### config.mk
export PLATFORM = sky130hd
export DESIGN_NAME = wcab_top
export DESIGN_NICKNAME = d
export VERILOG_FILES = /design/src/wcab_pkg.sv /design/src/wcab_inv_if.sv /design/src/wcab_lane_codec.sv /design/src/wcab_top.sv
export SDC_FILE = /design/constraint.sdc
export NUM_CORES = 1
export LEC_CHECK = 0
export ABC_AREA = 1
export BUFFER_PORTS_ARGS = -buffer_cell sky130_fd_sc_hd__buf_4
export CORE_MARGIN = 2
export CORE_UTILIZATION = 27
export CTS_BUF_LIST = sky130_fd_sc_hd__clkbuf_8
export CTS_CLUSTER_DIAMETER = 150
export DETAILED_ROUTE_END_ITERATION = 7
export GPL_TIMING_DRIVEN = 0
export MAX_ROUTING_LAYER = met4
export SYNTH_ARGS = -nofsm -noshare
export SYNTH_HDL_FRONTEND = slang
export SYNTH_HIERARCHICAL = 1
export SYNTH_SLANG_ARGS = --single-unit
export TNS_END_PERCENT = 10
### constraint.sdc
create_clock -name pclk -period 1.96 [get_ports pclk]
set_input_delay 0.392 -clock pclk [delete_from_list [all_inputs] [get_ports pclk]]
set_output_delay 0.392 -clock pclk [all_outputs]
set_load 0.05 [all_outputs]
### src/wcab_pkg.sv
// package for the write check alert and bus inversion block
// assumes one 20 MHz clock and an apb register port with 32-bit data
package wcab_pkg;
	// register byte offsets
	localparam logic [7:0] ADDR_MODE_FIVE  = 8'h00;
	localparam logic [7:0] ADDR_MODE_ONE   = 8'h04;
	localparam logic [7:0] ADDR_READOUT3   = 8'h08;
	localparam logic [7:0] ADDR_IRQ_STAT   = 8'h0C;
	localparam logic [7:0] ADDR_IRQ_MASK   = 8'h10;
	localparam logic [7:0] ADDR_CFG        = 8'h14;
	// field positions
	localparam int M5_CRC_ERR   = 3;
	localparam int M5_MASK_EN   = 10;
	localparam int M5_WINV_EN   = 11;
	localparam int M5_RINV_EN   = 12;
	localparam int M1_TSTRB_EN  = 11;
	localparam int RO3_CRC_FLAG = 7;
	localparam int IRQ_CRC      = 0;
	localparam int IRQ_CA       = 1;
	// software-writable mode five bits (status bit handled apart)
	localparam logic [31:0] M5_WR_MASK = 32'h0000_1C00;
	localparam logic [31:0] M1_WR_MASK = 32'h0000_0800;
	// reset values
	localparam logic [31:0] MODE_FIVE_RST = 32'h0000_0000;
	localparam logic [31:0] MODE_ONE_RST  = 32'h0000_0000;
	localparam logic [1:0]  IRQ_MASK_RST  = 2'h0;
	// device organisation codes held in the cfg register
	typedef enum logic [1:0] {
		WCAB_X4  = 2'h0,
		WCAB_X8  = 2'h1,
		WCAB_X16 = 2'h2
	} wcab_width_t;
	localparam logic [1:0] CFG_RST = 2'h2;
	// alert timing, in clocks
	localparam logic [5:0] CRC_PULSE_CLKS = 6'h0A;
	localparam logic [5:0] CA_HOLD_CLKS   = 6'h2E;
	// lane geometry and read inversion threshold
	localparam int LANES  = 2;
	localparam int LANE_W = 8;
	localparam logic [3:0] ZERO_LIMIT = 4'h4;
	// alert line states
	typedef enum logic [1:0] {
		WCAB_IDLE    = 2'b00,
		WCAB_CRC_LOW = 2'b01,
		WCAB_CA_LOW  = 2'b10
	} wcab_alert_t;
endpackage

### src/wcab_inv_if.sv
// bundle between the top and the lane inversion codec
// assumes both ends sit in the same clock domain
`timescale 1ns/100ps
`default_nettype none
interface wcab_inv_if;
	import wcab_pkg::*;
	logic [LANES*LANE_W-1:0] wr_data;   // received write beat
	logic [LANES-1:0]        wr_flag_n; // sampled lane flags
	logic [LANES-1:0]        wr_en;     // per-lane write inversion on
	logic [LANES*LANE_W-1:0] wr_out;    // data to store
	logic [LANES*LANE_W-1:0] rd_data;   // array read beat
	logic [LANES-1:0]        rd_en;     // per-lane read inversion on
	logic [LANES*LANE_W-1:0] rd_out;    // data to drive
	logic [LANES-1:0]        rd_flag_n; // lane flags to drive
	modport top (output wr_data, wr_flag_n, wr_en, rd_data, rd_en,
		input wr_out, rd_out, rd_flag_n);
	modport codec (input wr_data, wr_flag_n, wr_en, rd_data, rd_en,
		output wr_out, rd_out, rd_flag_n);
endinterface
`default_nettype wire

### src/wcab_lane_codec.sv
// per-lane bus inversion encode and decode, purely combinational
// assumes the top registers everything around it
`timescale 1ns/100ps
`default_nettype none
module wcab_lane_codec
	import wcab_pkg::*;
(
	// inversion bundle
	wcab_inv_if.codec io
);
	genvar g;
	// one copy per byte lane
	generate
		for (g = 0; g < LANES; g++) begin : g_lane
			wire logic [LANE_W-1:0] wd;
			wire logic [LANE_W-1:0] rd;
			wire logic [3:0]        zeros;
			wire logic              rd_inv;
			wire logic              wr_inv;
			assign wd = io.wr_data[g*LANE_W +: LANE_W];
			assign rd = io.rd_data[g*LANE_W +: LANE_W];
			// flag low means the controller sent the byte inverted
			assign wr_inv = io.wr_en[g] & ~io.wr_flag_n[g];
			assign io.wr_out[g*LANE_W +: LANE_W] = wr_inv ? ~wd : wd;
			// invert when more than half the bits would drive low
			assign zeros = 4'($countones(~rd));
			assign rd_inv = io.rd_en[g] & (zeros > ZERO_LIMIT);
			assign io.rd_out[g*LANE_W +: LANE_W] = rd_inv ? ~rd : rd;
			// flag is active low: high for a plain byte
			assign io.rd_flag_n[g] = ~rd_inv;
		end
	endgenerate
endmodule
`default_nettype wire

### src/wcab_top.sv
// top of the write check alert and bus inversion block
// assumes crc_mismatch and ca_error are one-cycle pulses from pclk logic,
// data beats arrive already on pclk, and the board pulls the alert line up
//
// The APB register port and the address map were decided locally.
`timescale 1ns/100ps
`default_nettype none
module wcab_top
	import wcab_pkg::*;
(
	// clock and reset
	input  wire logic        pclk,
	input  wire logic        presetn,
	// apb slave
	input  wire logic [7:0]  paddr,
	input  wire logic        psel,
	input  wire logic        penable,
	input  wire logic        pwrite,
	input  wire logic [31:0] pwdata,
	output logic      [31:0] prdata,
	output logic             pready,
	output logic             pslverr,
	// error events from the check logic
	input  wire logic        crc_mismatch,
	input  wire logic        ca_error,
	// write beat in, stored data out
	input  wire logic        wr_valid,
	input  wire logic [15:0] wr_data,
	input  wire logic [1:0]  wr_flag_n,
	output logic             store_valid,
	output logic      [15:0] store_data,
	// read beat in, driven data out
	input  wire logic        rd_valid,
	input  wire logic [15:0] rd_data,
	input  wire logic        rd_readout,
	output logic             rd_out_valid,
	output logic      [15:0] rd_dq,
	output logic      [1:0]  rd_flag_n,
	// open-drain alert line and interrupt
	output logic             alert_out,
	output logic             alert_oe,
	output logic             irq
);
	// register state
	logic [31:0] mode_five_q, mode_five_d; // inversion, mask, crc status
	logic [31:0] mode_one_q;               // termination strobe enable
	logic [1:0]  cfg_q;                    // device organisation
	logic [1:0]  irq_stat_q, irq_stat_d;   // sticky event bits
	logic [1:0]  irq_mask_q;               // event enables
	logic [31:0] prdata_q;
	logic        pready_q, pslverr_q, irq_q;
	// alert line state
	wcab_alert_t st_q, st_d;
	logic [5:0]  cnt_q, cnt_d;
	logic        alert_oe_q, alert_q;
	// data path outputs
	logic        store_valid_q, rd_out_valid_q;
	logic [15:0] store_data_q, rd_dq_q;
	logic [1:0]  rd_flag_q;

	wcab_inv_if io ();

	// bus decode
	wire logic setup  = psel & ~penable;
	wire logic access = psel & penable & pready_q;
	wire logic wr_acc = access & pwrite;
	wire logic sel_m5 = paddr == ADDR_MODE_FIVE;
	wire logic sel_m1 = paddr == ADDR_MODE_ONE;
	wire logic sel_r3 = paddr == ADDR_READOUT3;
	wire logic sel_st = paddr == ADDR_IRQ_STAT;
	wire logic sel_mk = paddr == ADDR_IRQ_MASK;
	wire logic sel_cf = paddr == ADDR_CFG;
	wire logic hit = sel_m5 | sel_m1 | sel_r3 | sel_st | sel_mk | sel_cf;
	wire logic crc_clear = wr_acc & sel_m5 & ~pwdata[M5_CRC_ERR];
	// readout location three mirrors the status bit
	wire logic [31:0] ro3_word =
		32'(mode_five_q[M5_CRC_ERR]) << RO3_CRC_FLAG;
	wire logic [31:0] rd_word =
		sel_m5 ? mode_five_q :
		sel_m1 ? mode_one_q :
		sel_r3 ? ro3_word :
		sel_st ? {30'h0, irq_stat_q} :
		sel_mk ? {30'h0, irq_mask_q} :
		sel_cf ? {30'h0, cfg_q} : 32'h0;

	// apb answers: one wait-free access cycle after each setup
	always_ff @(posedge pclk or negedge presetn) begin
		if (!presetn) begin
			pready_q  <= 1'b0;
			pslverr_q <= 1'b0;
			prdata_q  <= 32'h0;
		end else begin
			pready_q  <= setup;
			pslverr_q <= setup & ~hit;
			prdata_q  <= setup ? rd_word : prdata_q;
		end
	end

	// mode five next value
	always_comb begin
		mode_five_d = mode_five_q;
		if (wr_acc && sel_m5) begin
			mode_five_d = (mode_five_q & ~M5_WR_MASK) | (pwdata & M5_WR_MASK);
		end
		if (crc_clear) begin
			mode_five_d[M5_CRC_ERR] = 1'b0;
		end
		// mismatch sets status
		// a mismatch in the clearing cycle wins so no error is lost
		if (crc_mismatch) begin
			mode_five_d[M5_CRC_ERR] = 1'b1;
		end
	end

	// sticky events, write one to clear, new events win
	assign irq_stat_d = (irq_stat_q & ~((wr_acc & sel_st) ? pwdata[1:0] : 2'h0))
		| {ca_error, crc_mismatch};

	// software registers
	always_ff @(posedge pclk or negedge presetn) begin
		if (!presetn) begin
			mode_five_q <= MODE_FIVE_RST;
			mode_one_q  <= MODE_ONE_RST;
			cfg_q       <= CFG_RST;
			irq_mask_q  <= IRQ_MASK_RST;
			irq_stat_q  <= 2'h0;
			irq_q       <= 1'b0;
		end else begin
			mode_five_q <= mode_five_d;
			mode_one_q  <= (wr_acc && sel_m1) ? (pwdata & M1_WR_MASK) : mode_one_q;
			cfg_q       <= (wr_acc && sel_cf) ? pwdata[1:0] : cfg_q;
			irq_mask_q  <= (wr_acc && sel_mk) ? pwdata[1:0] : irq_mask_q;
			irq_stat_q  <= irq_stat_d;
			irq_q       <= |(irq_stat_q & irq_mask_q);
		end
	end

	// alert line sequencing: parity holds outrank short crc pulses
	always_comb begin
		st_d  = st_q;
		cnt_d = cnt_q;
		unique case (st_q)
			WCAB_IDLE: begin
				st_d = st_q;
			end
			WCAB_CRC_LOW, WCAB_CA_LOW: begin
				// count down, release at zero
				if (cnt_q == 6'h0) begin
					st_d = WCAB_IDLE;
				end else begin
					cnt_d = cnt_q - 6'h01;
				end
			end
			default: begin
				st_d = WCAB_IDLE;
			end
		endcase
		// short pulse for crc
		// a later crc restarts the pulse; the line just stays low longer
		if (crc_mismatch && st_q != WCAB_CA_LOW) begin
			st_d  = WCAB_CRC_LOW;
			cnt_d = CRC_PULSE_CLKS - 6'h01;
		end
		if (ca_error) begin
			st_d  = WCAB_CA_LOW;
			cnt_d = CA_HOLD_CLKS - 6'h01;
		end
	end

	// alert flops; the pin value is a constant low
	always_ff @(posedge pclk or negedge presetn) begin
		if (!presetn) begin
			st_q       <= WCAB_IDLE;
			cnt_q      <= 6'h0;
			alert_oe_q <= 1'b0;
			alert_q    <= 1'b0;
		end else begin
			st_q       <= st_d;
			cnt_q      <= cnt_d;
			alert_oe_q <= st_d != WCAB_IDLE;
			alert_q    <= 1'b0;
		end
	end

	// inversion enables
	wire logic wide   = cfg_q != WCAB_X4;
	wire logic x16    = cfg_q == WCAB_X16;
	wire logic tstrb  = mode_one_q[M1_TSTRB_EN];
	// legal combinations only
	// masking shares the flag pin, so it blocks write inversion here too
	wire logic wr_inv = mode_five_q[M5_WINV_EN] & ~mode_five_q[M5_MASK_EN]
		& ~tstrb;
	wire logic rd_inv = mode_five_q[M5_RINV_EN] & ~tstrb & ~rd_readout;
	assign io.wr_en     = {x16, wide} & {2{wr_inv}};
	assign io.rd_en     = {x16, wide} & {2{rd_inv}};
	assign io.wr_data   = wr_data;
	assign io.wr_flag_n = wr_flag_n;
	assign io.rd_data   = rd_data;

	wcab_lane_codec u_codec (
		.io (io.codec)
	);

	// beat registers
	always_ff @(posedge pclk or negedge presetn) begin
		if (!presetn) begin
			store_valid_q  <= 1'b0;
			store_data_q   <= 16'h0;
			rd_out_valid_q <= 1'b0;
			rd_dq_q        <= 16'h0;
			rd_flag_q      <= 2'h3;
		end else begin
			store_valid_q  <= wr_valid;
			store_data_q   <= wr_valid ? io.wr_out : store_data_q;
			rd_out_valid_q <= rd_valid;
			rd_dq_q        <= rd_valid ? io.rd_out : rd_dq_q;
			rd_flag_q      <= rd_valid ? io.rd_flag_n : 2'h3;
		end
	end

	// outputs straight from flops
	assign prdata       = prdata_q;
	assign pready       = pready_q;
	assign pslverr      = pslverr_q;
	assign store_valid  = store_valid_q;
	assign store_data   = store_data_q;
	assign rd_out_valid = rd_out_valid_q;
	assign rd_dq        = rd_dq_q;
	assign rd_flag_n    = rd_flag_q;
	assign alert_out    = alert_q;
	assign alert_oe     = alert_oe_q;
	assign irq          = irq_q;
endmodule
`default_nettype wire

==> results_dict.tcl <==
set metrics [dict create \
    status "finished, violations left" \
    violations "negative setup slack" \
    grtUsageTotal_pct 13.12 \
    gpl.final_weighted_congestion 0.7852 \
    slew_headroom_pct 41.45 \
    path_clk_slew_ps 80 \
    pin_count 157 \
    ys.warnings.count 6 \
    ys.flop_type "dfrtp_1" \
    crit_top_cell "fa_1" \
    synth_cells 452 \
    synth_cell_types 34 \
    clock_latency_ps 370 \
    fmax_mhz 309.2 \
    setup_tns_ps -22050 \
    finalWorstSetupSlack_ps -1275 \
    die_area_um2 16260 \
    synth_edf_count 0 \
    hpwl_mm 7.757 \
    powerDensity_nw_per_um2 759.6 \
    cts_tree "built" \
    cts.sinks 67 \
    vias 3404 \
    async_reset_ff_share_pct 100.0 \
    cap_violations 0 \
    grt_antenna_before_repair 1 \
    synth_top_cell_by_area "dfrtp_1" \
    synth_seq_cells 67 \
    hp-class "in2async" \
    cts_buffers 9 \
    place_inst 769 \
    start_kind "input pin" \
    fin_crit_ps 3235 \
    setup_violations 18 \
    cp_data_required_time_ps 2210 \
    layout.nets 699 \
    wl_per_cell_um 12.77 \
    start_util_pct 27.40 \
    grt_pass1_wl_mm 16.33 \
    rows 45 \
    fin_util_pct 37.74 \
    synth.avg_cell_area_um2 9.113 \
    crit_chain "buf_4 > fa_1 > inv_1 > fa_1 > fa_1 > ha_2 > inv_2 > fa_1 > nand2_2 > nand3_4 > nand2_8 > nand2_8 > nand2_1 > nand2_1 > mux2_4" \
    dr.pass1.iters 4 \
    drc 0 \
    drv_slew 0 \
    place_ws_ps -1756 \
    core_um2 15030 \
    htree_levels 3 \
    drtIter0Drc 97 \
    grt_overflow 0 \
    finalClockSkew_ps 11.95 \
    ant_nets 0 \
    ir_worst_vdd_mv 0.5618 \
    portBuffers 129 \
    final_cell_mix "buf_4 (156), nand2_1 (91), dfrtp_1 (63), inv_1 (58), nand3_1 (39)" \
    die_h_um 127.5 \
    tightest_slew_ps 878.2 \
    area_growth_pct 37.76 \
    synth_area_leaders "dfrtp_1 (39%), nand2_1 (8.7%), inv_1 (5.4%), buf_4 (5.1%), mux2_1 (4.9%)" \
    cts_hold_buf 0 \
    path_class "in2reg" \
    viasPerCell 4.309 \
    clockRootBuffer "clkbuf_8" \
    syn-num-nets 555 \
    clk_path_buf_depth 2 \
    grt_pass1_vias 3451 \
    critPathSlowestCell "fa_1" \
    fin_crit_sh_pct 165.0 \
    yosys.area.top_type_share_pct 38.88 \
    slowest_delay_ps 520 \
    grt_max_degree 68 \
    seq_area_frac_synth_pct 40.80 \
    drive_above_1_share_pct 44.26 \
    rsz0062_at_grt "true" \
    r2r_start "cfg_q[1]" \
    rr_endpoint "store_data[13]" \
    drt-total-wl_mm 10.09 \
    hold_viol 0 \
    cp.arrival_ps 3480 \
    r2r_slack_ps 130 \
    layout_commonest_cell "buf_4" \
    worstPathMaxFanout 9 \
    fin_cells 790 \
    die_x_um 127.5 \
    synth_area_um2 4119 \
    leakage_uw 0.003002 \
    worstRegToRegCells 5 \
    critPathCaptureType "register" \
]
==> how the worst max path moves through the flow <==
stage / depth (start not counted) / slack (ps) / from / to
floorplan: 14 / -1390 / rd_data[0] / rd_dq[7]
global placement: 15 / -1670 / rd_data[0] / rd_dq[7]
detailed placement: 15 / -1760 / rd_data[0] / rd_dq[1]
CTS: 15 / -1280 / rd_data[0] / rd_dq[0]
global route: 15 / -1370 / rd_data[8] / rd_dq[12]
finish: 15 / -1270 / rd_data[8] / rd_dq[11]
==> per-layer routing <==
layer  global-route usage, %  vias to the layer above  part of all wire [%]
met2                   20.95                       93                    48
met4                   6.206                        0                   3.3
met5                       -                        -                     0
met1                   15.09                     1611                    42
li1                        -                     1678                     -
met3                   4.062                       22                   6.7
==> worst max-delay path: cells and delay by family <==
family	cells	cell delay, ps
buffers and inverters	3	220
AND/OR/NAND/NOR	6	510
multiplexers	1	260
adder cells (fa/ha/maj)	5	2100
==> state kept, by name, summed over array words and instances, names as in the netlist <==
name          cells
prdata            8
st_q              2
store_valid       1
irq_stat_q        2
rd_flag_n         2
pready            1
irq               1
cnt_q             6
mode_five_q       4
pslverr           1
irq_mask_q        2
mode_one_q        1
rd_dq            16
store_data       16
rd_out_valid      1
alert_oe          1
cfg_q             2
==> Yosys cell counts (2+ instances only) <==
master / n
buf_4: 28
nor2_1: 19
o21ai_2: 2
mux2_2: 14
dfrtp_1: 64
nand2_1: 95
nor2_2: 3
nand3b_1: 3
fa_1: 8
xnor2_1: 16
ha_1: 11
nand3_2: 4
nand3_1: 39
o21ai_1: 5
nor2_4: 4
a22o_1: 2
dfstp_2: 3
nor2_8: 2
nand2_4: 7
buf_2: 2
mux2_1: 18
inv_1: 59
nor3_1: 6
nand4_1: 2
a21oi_1: 3
nand2_2: 14
inv_2: 11
a21oi_2: 2
==> where the power goes <==
| part | leakage, µW | total, µW | switching (µW) | internal [µW] |
|---|---|---|---|---|
| logic | 0.00210 | 1520 | 961 | 554 |
| clock network | 0.0000999 | 1200 | 582 | 621 |
| registers | 0.000799 | 1590 | 85.0 | 1510 |
| total | 0.00300 | 4310 | 1630 | 2680 |
==> kinds of logic after synthesis <==
family | count (synthesis) | share of synthesized area [%]
other cells | 1 | 0.09104
mux | 32 | 8.748
flops | 67 | 40.80
simple gates | 202 | 25.49
buf+inv | 101 | 12.00
xor+xnor | 16 | 3.402
compound gates | 14 | 2.248
fa+ha+maj | 19 | 7.230
==> per-stage QoR <==
| stage | area, µm² | hold WS [ps] | power [µW] |
|---|---|---|---|
| 2_1_floorplan | 4154 | 96.41 | 2591 |
| 3_3_place_gp | 5358 | 472.0 | 2970 |
| 3_5_place_dp | 5358 | 472.9 | 3026 |
| 4_1_cts | 5644 | 119.5 | 4320 |
| 5_1_grt | 5674 | 121.0 | 4569 |
| 6_report | 5674 | 132.6 | 4310 |
==> timing repair <==
action	CTS	global route
resized for setup	12	4
pin swaps	8	2
cloned	2	1
endpoints found under the setup margin	42	18
setup buffers	1	0
==> cell type report <==
type	instances	area [µm²]
buffer	31	231.5
clock buffer	10	137.6
timing repair buffer	130	987.2
fill	1487	9359
sequential	67	1682
clock inverter	6	66.31
inverter	70	262.8
tap	188	235.2
antenna	1	2.502
multi-input combinational	287	2069
Note: power is estimated with default switching activity, not from simulation.
